## src/tamt_pkg.sv

```systemverilog
`default_nettype none
package tamt_pkg;
    // Clock and one-second time base
    localparam int unsigned CLK_HZ = 125_000_000;
    localparam int unsigned CLK_PERIOD_NS = 8;
    localparam int unsigned SEC_NS = 1_000_000_000;
    localparam int unsigned SEC_CYCLES = SEC_NS / CLK_PERIOD_NS;
    // Times in seconds
    localparam int unsigned SAVE_PERIOD_S = 1;
    localparam int unsigned CONFIRM_WINDOW_S = 2;
    localparam int unsigned NOTICE_S = 2;
    localparam int unsigned DELAY_MAX_S = 3600;
    // Temperature limits in tenths of a degree
    localparam logic signed [11:0] TEMP_MIN = -12'sd99;
    localparam logic signed [11:0] TEMP_MAX = 12'sd999;
    // Start-flow threshold in tenths of a percent of full scale
    localparam logic [10:0] START_MAX = 11'h3E8;
    // Reset values
    localparam logic TEMP_EN_RST = 1'b0;
    localparam logic LATCH_RST = 1'b0;
    localparam logic TOT_EN_RST = 1'b0;

    typedef enum logic [1:0]
    {
        TAMT_IDLE = 2'b00,
        TAMT_CONFIRM = 2'b01,
        TAMT_NOTICE = 2'b10
    } tamt_rst_state_t;

    typedef struct packed
    {
        logic enable;
        logic latch;
        logic signed [11:0] low_limit;
        logic signed [11:0] high_limit;
        logic [11:0] delay_s;
    } tamt_temp_cfg_t;

    typedef struct packed
    {
        logic low;
        logic high;
        logic range;
    } tamt_temp_evt_t;
endpackage
`default_nettype wire

```

## src/tamt_top.sv

```systemverilog
`timescale 1ns/1ps
`default_nettype none
// Behaviour
// RULE1: Temperature alarm enable setting, disabled after reset.
// RULE2: Low temperature limit in tenths of a degree, -9.9 to 99.9 C.
// RULE3: High temperature limit in tenths of a degree, same range.
// RULE4: Configuring party keeps high limit strictly above low limit.
// RULE5: Alarm condition when reading at or above high, or at or below low.
// RULE6: Alarm indicated only after condition holds for 0 to 3600 seconds.
// RULE7: Low temperature output energised while below the low limit; the code also energises it at the limit (reading <= low).
// RULE8: Latch setting off by default; outputs follow status or stay on.
// RULE9: Totalizer enable, disabled by default; accumulate only when enabled.
// RULE10: Totalizer integrates flow, saves each second, reloads at power-up.
// RULE11: No accumulation while flow is below the start threshold.
// RULE12: Start threshold in 0.1 percent steps, 0.0 to 100.0 percent.
// RULE13: Event true when total equals event volume; zero disables event.
// RULE14: Nonzero stop volume halts accumulation once reached; zero never stops.
// RULE15: Reset request opens 2 s window; confirm clears total; 2 s notice.
// RULE16: Latched output clears only on latch off, alarm off or reassignment.
module tamt_top
    import tamt_pkg::*;
#(
    parameter int unsigned TOT_W = 32,
    parameter int unsigned SEC_CNT = SEC_CYCLES
)
(
    input wire logic CLK_IN, // 125 MHz clock
    input wire logic SYS_RST_IN, // Async reset, active high
    input wire logic TEMP_EN_IN, // Temperature alarm enable
    input wire logic TEMP_LATCH_IN, // Latch mode for alarm outputs
    input wire logic signed [11:0] TEMP_LOW_IN, // Low limit, 0.1 C
    input wire logic signed [11:0] TEMP_HIGH_IN, // High limit, 0.1 C
    input wire logic [11:0] TEMP_DELAY_IN, // Action delay, seconds
    input wire logic signed [11:0] TEMP_READ_IN, // Temperature reading, 0.1 C
    input wire logic OUT_REASSIGN_IN, // Pulse: output assignment changed
    input wire logic TOT_EN_IN, // Main totalizer enable
    input wire logic [10:0] FLOW_PCT_IN, // Flow, 0.1 percent full scale
    input wire logic [10:0] START_PCT_IN, // Start threshold, 0.1 percent
    input wire logic [15:0] FLOW_INC_IN, // Volume per second at current flow
    input wire logic [TOT_W-1:0] EVENT_VOL_IN, // Event volume, 0 disables
    input wire logic [TOT_W-1:0] STOP_VOL_IN, // Stop volume, 0 disables
    input wire logic [TOT_W-1:0] NV_LOAD_IN, // Last saved total
    input wire logic NV_VALID_IN, // Pulse: saved total available
    input wire logic RESET_REQ_IN, // Pulse: reset key pressed
    input wire logic CONFIRM_IN, // Pulse: confirm key pressed
    output logic TEMP_ALARM_OUT, // Indicated alarm flag
    output logic TEMP_LOW_OUT, // Low temperature event output
    output logic TEMP_HIGH_OUT, // High temperature event output
    output logic TEMP_RANGE_OUT, // Any temperature event output
    output logic [TOT_W-1:0] TOTAL_OUT, // Main volume total
    output logic TOT_EVENT_OUT, // Totalizer event
    output logic TOT_STOPPED_OUT, // Stop volume reached
    output logic NV_SAVE_OUT, // Pulse: write total to memory
    output logic [TOT_W-1:0] NV_DATA_OUT, // Total to save
    output logic CONFIRM_WIN_OUT, // Confirmation window open
    output logic NOTICE_OUT // Reset notice shown
);
    localparam int unsigned SEC_W = $clog2(SEC_CNT + 1);
    localparam logic [SEC_W-1:0] SEC_LAST = SEC_W'(SEC_CNT - 1);
    localparam logic [1:0] CONF_S = 2'(CONFIRM_WINDOW_S);
    localparam logic [1:0] NOTE_S = 2'(NOTICE_S);
    localparam logic [11:0] DELAY_CAP = 12'(DELAY_MAX_S);

    tamt_temp_cfg_t cfg;
    tamt_temp_evt_t live;
    tamt_temp_evt_t ind_r;
    tamt_temp_evt_t ind_nxt;
    tamt_temp_evt_t out_r;
    tamt_temp_evt_t out_nxt;
    tamt_rst_state_t st_r;
    tamt_rst_state_t st_nxt;

    logic [SEC_W-1:0] sec_cnt_r;
    logic sec_tick;
    logic [11:0] low_s_r;
    logic [11:0] high_s_r;
    logic [11:0] delay_eff;
    logic low_cond;
    logic high_cond;
    logic [TOT_W-1:0] total_r;
    logic [TOT_W-1:0] total_nxt;
    logic [TOT_W:0] sum;
    logic [TOT_W-1:0] sum_sat;
    logic stop_hit;
    logic accum;
    logic [10:0] start_eff;
    logic save_r;
    logic [TOT_W-1:0] save_data_r;
    logic [1:0] st_sec_r;
    logic latch_clr;

    // Clamp a limit into the settable range
    function automatic logic signed [11:0] clamp_t(input logic signed [11:0] v);
        clamp_t = (v < TEMP_MIN) ? TEMP_MIN : ((v > TEMP_MAX) ? TEMP_MAX : v);
    endfunction

    //--------------------------------------------------------------
    // One-second time base
    //--------------------------------------------------------------
    assign sec_tick = (sec_cnt_r == SEC_LAST);

    always_ff @(posedge CLK_IN or posedge SYS_RST_IN)
    begin
        if (SYS_RST_IN)
            sec_cnt_r <= '0;
        else
            sec_cnt_r <= sec_tick ? '0 : sec_cnt_r + 1'b1;
    end

    //--------------------------------------------------------------
    // Temperature alarm
    //--------------------------------------------------------------
    assign cfg.enable = TEMP_EN_IN; // RULE1
    assign cfg.latch = TEMP_LATCH_IN;
    assign cfg.low_limit = clamp_t(TEMP_LOW_IN); // RULE2
    assign cfg.high_limit = clamp_t(TEMP_HIGH_IN); // RULE3
    assign cfg.delay_s = TEMP_DELAY_IN;
    assign delay_eff = (cfg.delay_s > DELAY_CAP) ? DELAY_CAP : cfg.delay_s; // RULE6

    assign low_cond = cfg.enable && (TEMP_READ_IN <= cfg.low_limit); // RULE5
    assign high_cond = cfg.enable && (TEMP_READ_IN >= cfg.high_limit); // RULE5

    // Seconds each condition has held; saturates one past the cap
    always_ff @(posedge CLK_IN or posedge SYS_RST_IN)
    begin
        if (SYS_RST_IN)
        begin
            low_s_r <= '0;
            high_s_r <= '0;
        end
        else
        begin
            low_s_r <= !low_cond ? '0
                : ((sec_tick && low_s_r <= DELAY_CAP) ? low_s_r + 1'b1 : low_s_r);
            high_s_r <= !high_cond ? '0
                : ((sec_tick && high_s_r <= DELAY_CAP) ? high_s_r + 1'b1 : high_s_r);
        end
    end

    // Count must pass the delay by one tick, since the first second may be partial
    assign live.low = low_cond && (delay_eff == 12'h000 || low_s_r > delay_eff); // RULE6
    assign live.high = high_cond && (delay_eff == 12'h000 || high_s_r > delay_eff); // RULE6
    assign live.range = live.low || live.high;
    assign ind_nxt = live;

    assign latch_clr = !cfg.latch || !cfg.enable || OUT_REASSIGN_IN; // RULE16
    assign out_nxt = latch_clr ? live : (out_r | live); // RULE8

    always_ff @(posedge CLK_IN or posedge SYS_RST_IN)
    begin
        if (SYS_RST_IN)
        begin
            ind_r <= '0;
            out_r <= '0;
        end
        else
        begin
            ind_r <= ind_nxt;
            out_r <= out_nxt;
        end
    end

    assign TEMP_ALARM_OUT = ind_r.range;
    assign TEMP_LOW_OUT = out_r.low; // RULE7
    assign TEMP_HIGH_OUT = out_r.high;
    assign TEMP_RANGE_OUT = out_r.range;

    //--------------------------------------------------------------
    // Main totalizer
    //--------------------------------------------------------------
    assign stop_hit = (STOP_VOL_IN != '0) && (total_r >= STOP_VOL_IN); // RULE14
    assign start_eff = (START_PCT_IN > START_MAX) ? START_MAX : START_PCT_IN; // RULE12
    assign accum = TOT_EN_IN && sec_tick && !stop_hit // RULE9
        && (FLOW_PCT_IN >= start_eff); // RULE11
    assign sum = {1'b0, total_r} + {{(TOT_W - 15){1'b0}}, FLOW_INC_IN}; // RULE10
    assign sum_sat = sum[TOT_W] ? '1 : sum[TOT_W-1:0];

    always_comb
    begin
        total_nxt = total_r;
        if (NV_VALID_IN)
            total_nxt = NV_LOAD_IN; // RULE10
        else if (st_r == TAMT_CONFIRM && CONFIRM_IN)
            total_nxt = '0; // RULE15
        else if (accum)
        begin
            total_nxt = sum_sat;
            if (STOP_VOL_IN != '0 && sum_sat > STOP_VOL_IN)
                total_nxt = STOP_VOL_IN; // RULE14
        end
    end

    always_ff @(posedge CLK_IN or posedge SYS_RST_IN)
    begin
        if (SYS_RST_IN)
        begin
            total_r <= '0;
            save_r <= 1'b0;
            save_data_r <= '0;
        end
        else
        begin
            total_r <= total_nxt;
            save_r <= sec_tick; // RULE10
            if (sec_tick)
                save_data_r <= total_r;
        end
    end

    assign TOTAL_OUT = total_r;
    assign TOT_EVENT_OUT = (EVENT_VOL_IN != '0) && (total_r == EVENT_VOL_IN); // RULE13
    assign TOT_STOPPED_OUT = stop_hit;
    assign NV_SAVE_OUT = save_r;
    assign NV_DATA_OUT = save_data_r;

    //--------------------------------------------------------------
    // Keypad reset with confirmation
    //--------------------------------------------------------------
    always_comb
    begin
        st_nxt = st_r;
        case (st_r)
            TAMT_IDLE:
                if (RESET_REQ_IN)
                    st_nxt = TAMT_CONFIRM;
            TAMT_CONFIRM:
                if (CONFIRM_IN)
                    st_nxt = TAMT_NOTICE; // RULE15
                else if (sec_tick && st_sec_r == CONF_S - 2'd1)
                    st_nxt = TAMT_IDLE;
            TAMT_NOTICE:
                if (sec_tick && st_sec_r == NOTE_S - 2'd1)
                    st_nxt = TAMT_IDLE;
            default:
                st_nxt = TAMT_IDLE;
        endcase
    end

    always_ff @(posedge CLK_IN or posedge SYS_RST_IN)
    begin
        if (SYS_RST_IN)
        begin
            st_r <= TAMT_IDLE;
            st_sec_r <= '0;
        end
        else
        begin
            st_r <= st_nxt;
            if (st_nxt != st_r)
                st_sec_r <= '0;
            else if (sec_tick)
                st_sec_r <= st_sec_r + 2'd1;
        end
    end

    assign CONFIRM_WIN_OUT = (st_r == TAMT_CONFIRM);
    assign NOTICE_OUT = (st_r == TAMT_NOTICE);

    //--------------------------------------------------------------
    // Checks
    //--------------------------------------------------------------
    a_low_needs_cond: assert property (@(posedge CLK_IN) disable iff (SYS_RST_IN) // RULE5
        (ind_r.low |-> $past(TEMP_READ_IN) <= $past(cfg.low_limit)))
        else $error("low alarm without low condition");
    a_disabled_quiet: assert property (@(posedge CLK_IN) disable iff (SYS_RST_IN) // RULE1
        (!cfg.enable ##1 !cfg.enable) |-> !TEMP_ALARM_OUT && !TEMP_RANGE_OUT)
        else $error("alarm while disabled");
    a_zero_delay: assert property (@(posedge CLK_IN) disable iff (SYS_RST_IN) // RULE6
        (high_cond && delay_eff == 12'h000) |=> TEMP_HIGH_OUT)
        else $error("zero delay alarm late");
    a_delay_hold: assert property (@(posedge CLK_IN) disable iff (SYS_RST_IN) // RULE6
        (live.high |-> high_s_r >= delay_eff))
        else $error("alarm before delay");
    a_follow_mode: assert property (@(posedge CLK_IN) disable iff (SYS_RST_IN) // RULE8
        (!cfg.latch |=> TEMP_LOW_OUT == $past(live.low)))
        else $error("non-latching output not following");
    a_latch_hold: assert property (@(posedge CLK_IN) disable iff (SYS_RST_IN) // RULE16
        (TEMP_LOW_OUT && !latch_clr) |=> TEMP_LOW_OUT)
        else $error("latched output dropped");
    a_no_accum_off: assert property (@(posedge CLK_IN) disable iff (SYS_RST_IN) // RULE9
        (!TOT_EN_IN && !NV_VALID_IN && !(CONFIRM_IN && CONFIRM_WIN_OUT))
        |=> TOTAL_OUT == $past(TOTAL_OUT))
        else $error("total moved while disabled");
    a_start_flow: assert property (@(posedge CLK_IN) disable iff (SYS_RST_IN) // RULE11
        (FLOW_PCT_IN < start_eff && !NV_VALID_IN && !(CONFIRM_IN && CONFIRM_WIN_OUT))
        |=> TOTAL_OUT == $past(TOTAL_OUT))
        else $error("total moved below start flow");
    a_stop_cap: assert property (@(posedge CLK_IN) disable iff (SYS_RST_IN) // RULE14
        (stop_hit && !NV_VALID_IN && !(CONFIRM_IN && CONFIRM_WIN_OUT))
        |=> TOTAL_OUT == $past(TOTAL_OUT))
        else $error("total moved after stop");
    a_event_eq: assert property (@(posedge CLK_IN) disable iff (SYS_RST_IN) // RULE13
        (TOT_EVENT_OUT |-> TOTAL_OUT == EVENT_VOL_IN && EVENT_VOL_IN != '0))
        else $error("event without match");
    a_confirm_clear: assert property (@(posedge CLK_IN) disable iff (SYS_RST_IN) // RULE15
        (CONFIRM_WIN_OUT && CONFIRM_IN && !NV_VALID_IN) |=> TOTAL_OUT == '0 && NOTICE_OUT)
        else $error("confirm did not clear total");
    a_save_tick: assert property (@(posedge CLK_IN) disable iff (SYS_RST_IN) // RULE10
        sec_tick |=> NV_SAVE_OUT && NV_DATA_OUT == $past(TOTAL_OUT))
        else $error("save missed");
    a_delay_early: assert property (@(posedge CLK_IN) disable iff (SYS_RST_IN) // RULE6
        (!cfg.latch && high_cond && delay_eff != 12'h000 && high_s_r <= delay_eff) |=> !TEMP_HIGH_OUT)
        else $error("alarm before delay elapsed");
    a_req_opens: assert property (@(posedge CLK_IN) disable iff (SYS_RST_IN) // RULE15
        (!CONFIRM_WIN_OUT && !NOTICE_OUT && RESET_REQ_IN) |=> CONFIRM_WIN_OUT)
        else $error("reset request did not open window");
endmodule
`default_nettype wire

```

## config.mk

```make
export PLATFORM = sky130hd
export DESIGN_NAME = tamt_top
export DESIGN_NICKNAME = d
export VERILOG_FILES = /design/src/tamt_pkg.sv /design/src/tamt_top.sv
export SDC_FILE = /design/constraint.sdc
export NUM_CORES = 1
export LEC_CHECK = 0
export BUFFER_PORTS_ARGS = -buffer_cell sky130_fd_sc_hd__buf_2
export CAP_MARGIN = 30
export CORE_AREA = 2 2 168 170
export DETAILED_ROUTE_END_ITERATION = 10
export DIE_AREA = 0 0 170 172
export PLACE_DENSITY_LB_ADDON = 0.1
export SLEW_MARGIN = 10
export SYNTH_ARGS = -nofsm -noshare
export SYNTH_HDL_FRONTEND = slang
export SYNTH_SLANG_ARGS = --single-unit
```

## constraint.sdc

```tcl
create_clock -name CLK_IN -period 7.5 [get_ports CLK_IN]
set_input_delay 0.375 -clock CLK_IN [delete_from_list [all_inputs] [get_ports CLK_IN]]
set_output_delay 0.375 -clock CLK_IN [all_outputs]
set_load 0.05 [all_outputs]
```

==> run metrics, run 1 <==
run status completed; Worst R2R Start TOTAL_OUT[0]; clock tree buffer depth 2; RSZ-0062 raised after global routing false; CTS tree built; placer congestion estimate ~0.9; Port Buffer Count 263; wire per inst between 15 and 20 µm; Mapped Cells 1,270; WP depth 18; Initial Util 0.396; total power 3.28 mW; 1st-iter DRT viols 600; period utilization 0.787; startpoint types register; initial antenna violation count 4; WL final 37,200 µm; relative max-transition margin 0.369; Max VDD drop roughly 100 µV; fraction of layout cells with a size suffix above 1 0.243; CTS Hold Buffers Added 0; post-layout min period 5.90 ns; worst path cell trace ha_1, fa_1, a211oi_1, o211ai_1, nand4_1, a21o_1, buf_4, nand2_1, mux2_2, ha_1, nand4_1, nor4_1, a41oi_1, o21ai_4, buf_4, mux2_2, a221oi_1, nor2_1; worst-case reg-to-reg path depth 18; combinational share of power 0.470; GRT Residual Overflow 0; post_cts resized 0; Die ar. 0.0292 mm²; P&R area growth vs syn 20.8%; max-slew violations 0; Int Pwr ~1.7 mW; required time worst endpoint 7.80 ns; crit path DAT slightly above 6 ns; CP max stage delay slightly below 0.6 ns; MaxCap Viol Count 0; top cells by area, synth dfrtp_1 (29%), ha_1 (17%), xor2_1 (5.2%); # IOs roughly 260; YS warnings 0; endpoints failing setup 0; Syn Nets ~1,600; via count 10,600; Synth area leader dfrtp_1; critical path peak fanout 26; mean post-synth cell area 8.56 µm²; FF-to-FF setup slack 1.60 ns; setup repair bufs after CTS 0; Buf/Inv on CP 2; clock slew at reported path FFs 0.07 ns; Hold WS 0.0907 ns; largest net degree at the start of global routing 84; Synth top area share 0.285; root buf cell clkbuf_16; Clock Latency Late Sink 0.44 ns; slowest CP cell a21o_1; H-tree level count 4; Post-synth ARST share 1.00; vias in the first global route between 10,000 and 15,000; DR vias/cell 5.63; Hold Path Class in -> async; First-pass DRT Iterations 5; Final Hold Vio Count 0; drt drc 0; setup_tns 0 ns; max frequency 0.169 GHz; post-synthesis sequential area ratio 0.285; fin cells ~1,900; worst reg2reg path endpoint TOTAL_OUT[9]; cell family contributing the most delay on the critical path compound AO/OA/AOI/OAI gates; Pwr Density 250 mW/mm²; HPWL Detailed 29,100 µm; endpoint class of the critical path register; Core ar. 0.0275 mm²; register area 0.00310 mm²; multi-input logic area 0.00736 mm²; Main synth FF type dfrtp_1; switching share of power 0.466; Clk pwr share 0.263; leakage between 6 and 7 nW; fin util 0.478; Reg power frac 0.267; height of the chip 172 µm; Synth Register Bits between 100 and 150; Post-Syn Area around 0.011 mm²; NumNets Final approximately 1,900; Slew @ Worst Pin 0.947 ns; synth unique cells 68; crit path kind reg -> reg; Fin Clk Skew 0.0269 ns; TritonCTS Sinks 124; NetSw about 1.5 mW; DIE WIDTH 170 µm; FP Rows 61; placed insts 1,847; total CTS buffers 17; Fillers 2,724; number of flops mapped to enable cells by yosys 0; gr usage total 0.258; remaining antenna violation count 0; first-pass GRT wire length 58,000 µm
stage by stage:
| stage | worst slack [ns] | instance area [µm²] |
|---|---|---|
| CTS | 1.65 | 13100 |
| floorplan | 1.51 | 10900 |
| global route | 0.935 | 13100 |
| global placement | 1.84 | 12500 |
| detailed placement | 1.69 | 12500 |
| finish | 1.60 | 13100 |
placed cells by master (no fill, tap or decap), drive strengths merged, types with 6 or more instances in the layout:
| cell type | synthesis | final |
|---|---|---|
| buf | 10 | 272 |
| ha | 145 | 145 |
| nor2 | 136 | 136 |
| dfrtp | 124 | 124 |
| nand2 | 120 | 120 |
| a21oi | 79 | 79 |
| inv | 66 | 76 |
| o21ai | 67 | 67 |
| xor2 | 64 | 64 |
| mux2 | 46 | 46 |
| nand3 | 43 | 43 |
| nand4 | 41 | 41 |
| nor4 | 32 | 32 |
| xnor2 | 30 | 30 |
| a21o | 25 | 25 |
| nor3 | 19 | 19 |
| clkbuf | 31 | 17 |
| a211oi | 16 | 16 |
| and3 | 15 | 15 |
| o211ai | 13 | 13 |
| a22oi | 12 | 12 |
| nor2b | 11 | 11 |
| a31oi | 11 | 11 |
| o21a | 10 | 10 |
| a221oi | 10 | 10 |
| nand2b | 9 | 9 |
| and2 | 8 | 8 |
| or2 | 8 | 8 |
| or3 | 6 | 6 |
| a221o | 6 | 6 |
per-layer routing:
metal,GRT usage,routed length [µm],vias up
met5,0,20,-
met3,0.0526,2530,55
met1,0.334,16800,5011
met4,0.0825,894,4
li1,-,-,5135
met2,0.433,17000,381
cells in the mapped netlist (all sizes together) (11+ instances only):
| master | count |
|---|---|
| a22oi | 12 |
| mux2 | 46 |
| inv | 66 |
| clkbuf | 31 |
| nor3 | 19 |
| xnor2 | 30 |
| a31oi | 11 |
| nor2 | 136 |
| nand2 | 120 |
| a21o | 25 |
| nand3 | 43 |
| nor4 | 32 |
| o21ai | 67 |
| xor2 | 64 |
| dfrtp | 124 |
| nor2b | 11 |
| o211ai | 13 |
| a211oi | 16 |
| a21oi | 79 |
| ha | 145 |
| nand4 | 41 |
| and3 | 15 |
sequential cells by signal, indices dropped and copies added (netlist names):
name,flops
NV_DATA_OUT,32
NV_SAVE_OUT,1
TEMP_ALARM_OUT,1
TEMP_HIGH_OUT,1
TEMP_LOW_OUT,1
TEMP_RANGE_OUT,1
TOTAL_OUT,32
high_s_r,12
low_s_r,12
sec_cnt_r,27
st_r,2
st_sec_r,2
how the worst max path moves through the flow:
| stage | startpoint | to |
|---|---|---|
| 3_3_place_gp | FLOW_INC_IN[0] | TOTAL_OUT[6] |
| 2_1_floorplan | TOTAL_OUT[13] | TOTAL_OUT[3] |
| 5_1_grt | TOTAL_OUT[0] | TOTAL_OUT[3] |
| 6_report | TOTAL_OUT[0] | TOTAL_OUT[9] |
| 4_1_cts | TOTAL_OUT[0] | TOTAL_OUT[3] |
| 3_5_place_dp | FLOW_INC_IN[0] | TOTAL_OUT[8] |
cell families after synthesis:
kind of cell,share of synthesized area
buf+inv,0.0391
flops,0.285
fa+ha+maj,0.169
mux,0.0523
compound gates,0.175
simple gates,0.204
xor+xnor,0.0757
other cells,0.000345
layout make-up:
type,count,share of cell area
inverter,66,0.0192
multi-input combinational,1039,0.561
timing repair buffer,272,0.105
sequential,124,0.236
tap,346,0.0330
antenna,1,0.000191
clock inverter,15,0.0130
clock buffer,17,0.0324
power by group through the flow:
stage               registers (mW)  clock network, mW  logic, mW
floorplan                    0.981                  0      0.922
global placement             0.880                  0       1.51
detailed placement           0.884                  0       1.51
CTS                          0.872              0.880       1.53
global route                 0.883              0.906       1.71
finish                       0.874              0.863       1.54
No activity file was read; power rests on OpenSTA's default activity.
==> run 2, diff against run 1 <==
clock period = 4.8 ns   (was 7.5 ns; I/O delays follow)
==> run 2 against run 1 <==
  * The run now ends with setup timing left
  * Register-to-register slack worse by 1.6 ns
  * Via count rose by 4.5%
  * Maximum frequency rose by 23%
  * Routed wire length is 4.8% higher
  * Final cell count is 4.1% higher
  * Worst hold slack worse by 0.023 ns
  * Global-route usage up 0.41 points
  * Critical endpoint is now TOTAL_OUT[12]
  * Utilization grew 4.0 points
  * Setup slack worse by 1.6 ns
  * Cell area rose by 8.3%
  * Critical path type unchanged
  * Sequential power up 37%
  * First-iteration DRC count up 23%
==> run metrics, run 2 (synthesis gave the netlist of run 1 again) <==
Clk pwr share 0.242 (was 0.263); combinational share of power 0.552 (was 0.470); layer with the highest usage met2 (unchanged); RSZ-0062 raised after global routing true (was false); commonest cells after routing, fill and taps aside buf_2 (263), ha_1 (138), nor2_1 (133) (was buf_2 (263), ha_1 (145), nor2_1 (135)); H-tree level count 4 (unchanged); fin cells 1,958 (was 1,880); worst-case reg-to-reg path depth 20 (was 18); total power 5.84 mW (was 3.28 mW); CP max stage delay 0.42 ns (was 0.59 ns); clock slew at reported path FFs 0.07 ns (about the same); Clock Latency Late Sink 0.43 ns (was 0.44 ns); GRT Residual Overflow 0 (unchanged); wire per inst 19.9 µm (was 19.8 µm); clock tree buffer depth 2 (unchanged); DIE WIDTH 170 µm (unchanged); WL final 39,000 µm (was 37,200 µm); NumNets Final 1,934 (was 1,857); endpoints failing setup 1 (was 0); DR vias/cell 5.65 (was 5.63); FP Rows 61 (unchanged); Final Hold Vio Count 0 (unchanged); max-slew violations 0 (unchanged); root buf cell clkbuf_16 (unchanged); Worst R2R Start TOTAL_OUT[0] (unchanged); Pwr Density 411 mW/mm² (was 250 mW/mm²); 1st-iter DRT viols 740 (was 600); Initial Util 0.396 (unchanged); worst reg2reg path endpoint TOTAL_OUT[12] (was TOTAL_OUT[9]); register area 0.00312 mm² (was 0.00310 mm²); placer congestion estimate 0.985 (was 0.916); crit path DAT 5.12 ns (was 6.21 ns); remaining antenna violation count 0 (unchanged); run status finished with violations (was completed); fraction of layout cells with a size suffix above 1 0.312 (was 0.243); leakage 7.16 nW (was 6.65 nW); switching share of power 0.443 (was 0.466); met2 usage 0.432 (was 0.433); Core ar. 0.0275 mm² (unchanged); FF-to-FF setup slack -0.009 ns (was 1.60 ns); Hold Path Class in -> reg (was in -> async); First-pass DRT Iterations 5 (unchanged); Port Buffer Count 263 (unchanged); setup ws final -0.00882 ns (was 1.60 ns); startpoint types register (unchanged); # IOs 264 (unchanged); largest net degree at the start of global routing 54 (was 84); Critical Path Source TOTAL_OUT[0] (unchanged); CP endpoint TOTAL_OUT[12] (was TOTAL_OUT[9]); post-layout min period 4.81 ns (was 5.90 ns); Slew @ Worst Pin 0.958 ns (was 0.947 ns); critical path peak fanout 4 (was 26); HPWL Detailed 30,600 µm (was 29,100 µm); period utilization 1.00 (was 0.787); multi-input logic area 0.00768 mm² (was 0.00736 mm²); Die ar. 0.0292 mm² (unchanged); required time worst endpoint 5.11 ns (was 7.80 ns); met1 GRT Util 0.345 (was 0.334); first-pass GRT wire length 59,400 µm (was 58,000 µm); relative max-transition margin 0.361 (was 0.369); Hold WS 0.0682 ns (was 0.0907 ns); MaxCap Viol Count 0 (unchanged); crit path kind reg -> reg (unchanged); initial antenna violation count 1 (was 4); via count 11,100 (was 10,600); commonest non-fill, non-tap cell in the layout buf_2 (unchanged); drt drc 0 (unchanged); fin util 0.518 (was 0.478); Fin Clk Skew 0.0144 ns (was 0.0269 ns); vias in the first global route 10,600 (about the same); P&R area growth vs syn 30.8% (was 20.8%); met3 Use GR 0.0474 (was 0.0526); total CTS buffers 17 (unchanged); CTS tree built (unchanged); Reg power frac 0.206 (was 0.267); height of the chip 172 µm (unchanged); worst path cell trace ha_4, fa_2, a211oi_2, o211ai_1, a31o_2, a21oi_2, a31o_2, xor2_2, nand2_2, ha_4, nand4_1, nor2_1, a221o_1, o311a_1, o21ai_4, buf_6, buf_16, mux2_2, a221oi_1, nor2_1 (was ha_1, fa_1, a211oi_1, o211ai_1, nand4_1, a21o_1, buf_4, nand2_1, mux2_2, ha_1, nand4_1, nor4_1, a41oi_1, o21ai_4, buf_4, mux2_2, a221oi_1, nor2_1); gr usage total 0.262 (was 0.258); max frequency 0.208 GHz (was 0.169 GHz); Place WS -0.0740 ns (was 1.69 ns); Max VDD drop 174 µV (was 105 µV); NetSw 2.58 mW (was 1.53 mW); TritonCTS Sinks 124 (unchanged); slowest CP cell dfrtp_2 (was a21o_1); Fillers 2,647 (was 2,724); endpoint class of the critical path register (unchanged); failing checks setup timing; Int Pwr 3.25 mW (was 1.75 mW); placed insts 1,907 (was 1,847)
-- run 2: layout make-up --
cell class / count / area share
antenna: 2 / 0.000352
clock buffer: 17 / 0.0299
clock inverter: 15 / 0.0142
inverter: 66 / 0.0178
multi-input combinational: 1039 / 0.540
sequential: 124 / 0.219
tap: 346 / 0.0304
timing repair buffer: 349 / 0.148
-- run 2: timing repair --
action,4_1_cts,5_1_grt
pin swaps,5,39
hold buffers,1,0
cloned,1,2
setup buffers,2,12
endpoints found under the hold margin,29,0
setup endpoints to repair,13,30
resized for setup,9,54
-- run 2: metal layers --
| metal | vias to the layer above | share of wire |
|---|---|---|
| met4 | 0 | 0.029 |
| met2 | 473 | 0.46 |
| met5 | - | 0 |
| li1 | 5285 | - |
| met1 | 5227 | 0.44 |
| met3 | 73 | 0.070 |
-- run 2: worst min path at each step --
stage / startpoint / end / slack (ns) / depth (start not counted)
2_1_floorplan: NV_LOAD_IN[28] / TOTAL_OUT[28] / 0.36 / 2
3_3_place_gp: SYS_RST_IN / st_sec_r[1] / 0.23 / 2
3_5_place_dp: SYS_RST_IN / st_sec_r[1] / 0.23 / 2
4_1_cts: NV_LOAD_IN[23] / TOTAL_OUT[23] / 0.05 / 2
5_1_grt: NV_LOAD_IN[15] / TOTAL_OUT[15] / 0.06 / 2
6_report: NV_LOAD_IN[23] / TOTAL_OUT[23] / 0.07 / 2
-- run 2: through the flow --
step / setup TNS, ns / area (µm²)
2_1_floorplan: 0 / 11000
3_3_place_gp: 0 / 13100
3_5_place_dp: -0.572 / 13100
4_1_cts: -0.0329 / 13800
5_1_grt: -1.25 / 14200
6_report: -0.00882 / 14200
-- run 2: worst max-delay path, delay by kind of cell (launching register included) --
family,cells,cell delay (ns)
AOI/OAI and AO/OA,9,2.33
buffers and inverters,2,0.25
and+or+nand+nor,4,0.34
DFF,1,0.42
muxes,1,0.33
adders and majority gates,3,0.84
xor gates and xnor gates,1,0.18
-- run 2: power by group through the flow --
| stage | clock network (mW) | logic (mW) | registers [mW] |
|---|---|---|---|
| finish | 1.41 | 3.22 | 1.20 |
| global route | 1.48 | 3.48 | 1.21 |
| CTS | 1.44 | 2.94 | 1.20 |
| detailed placement | 0 | 2.83 | 1.21 |
| global placement | 0 | 2.82 | 1.21 |
| floorplan | 0 | 1.47 | 1.54 |
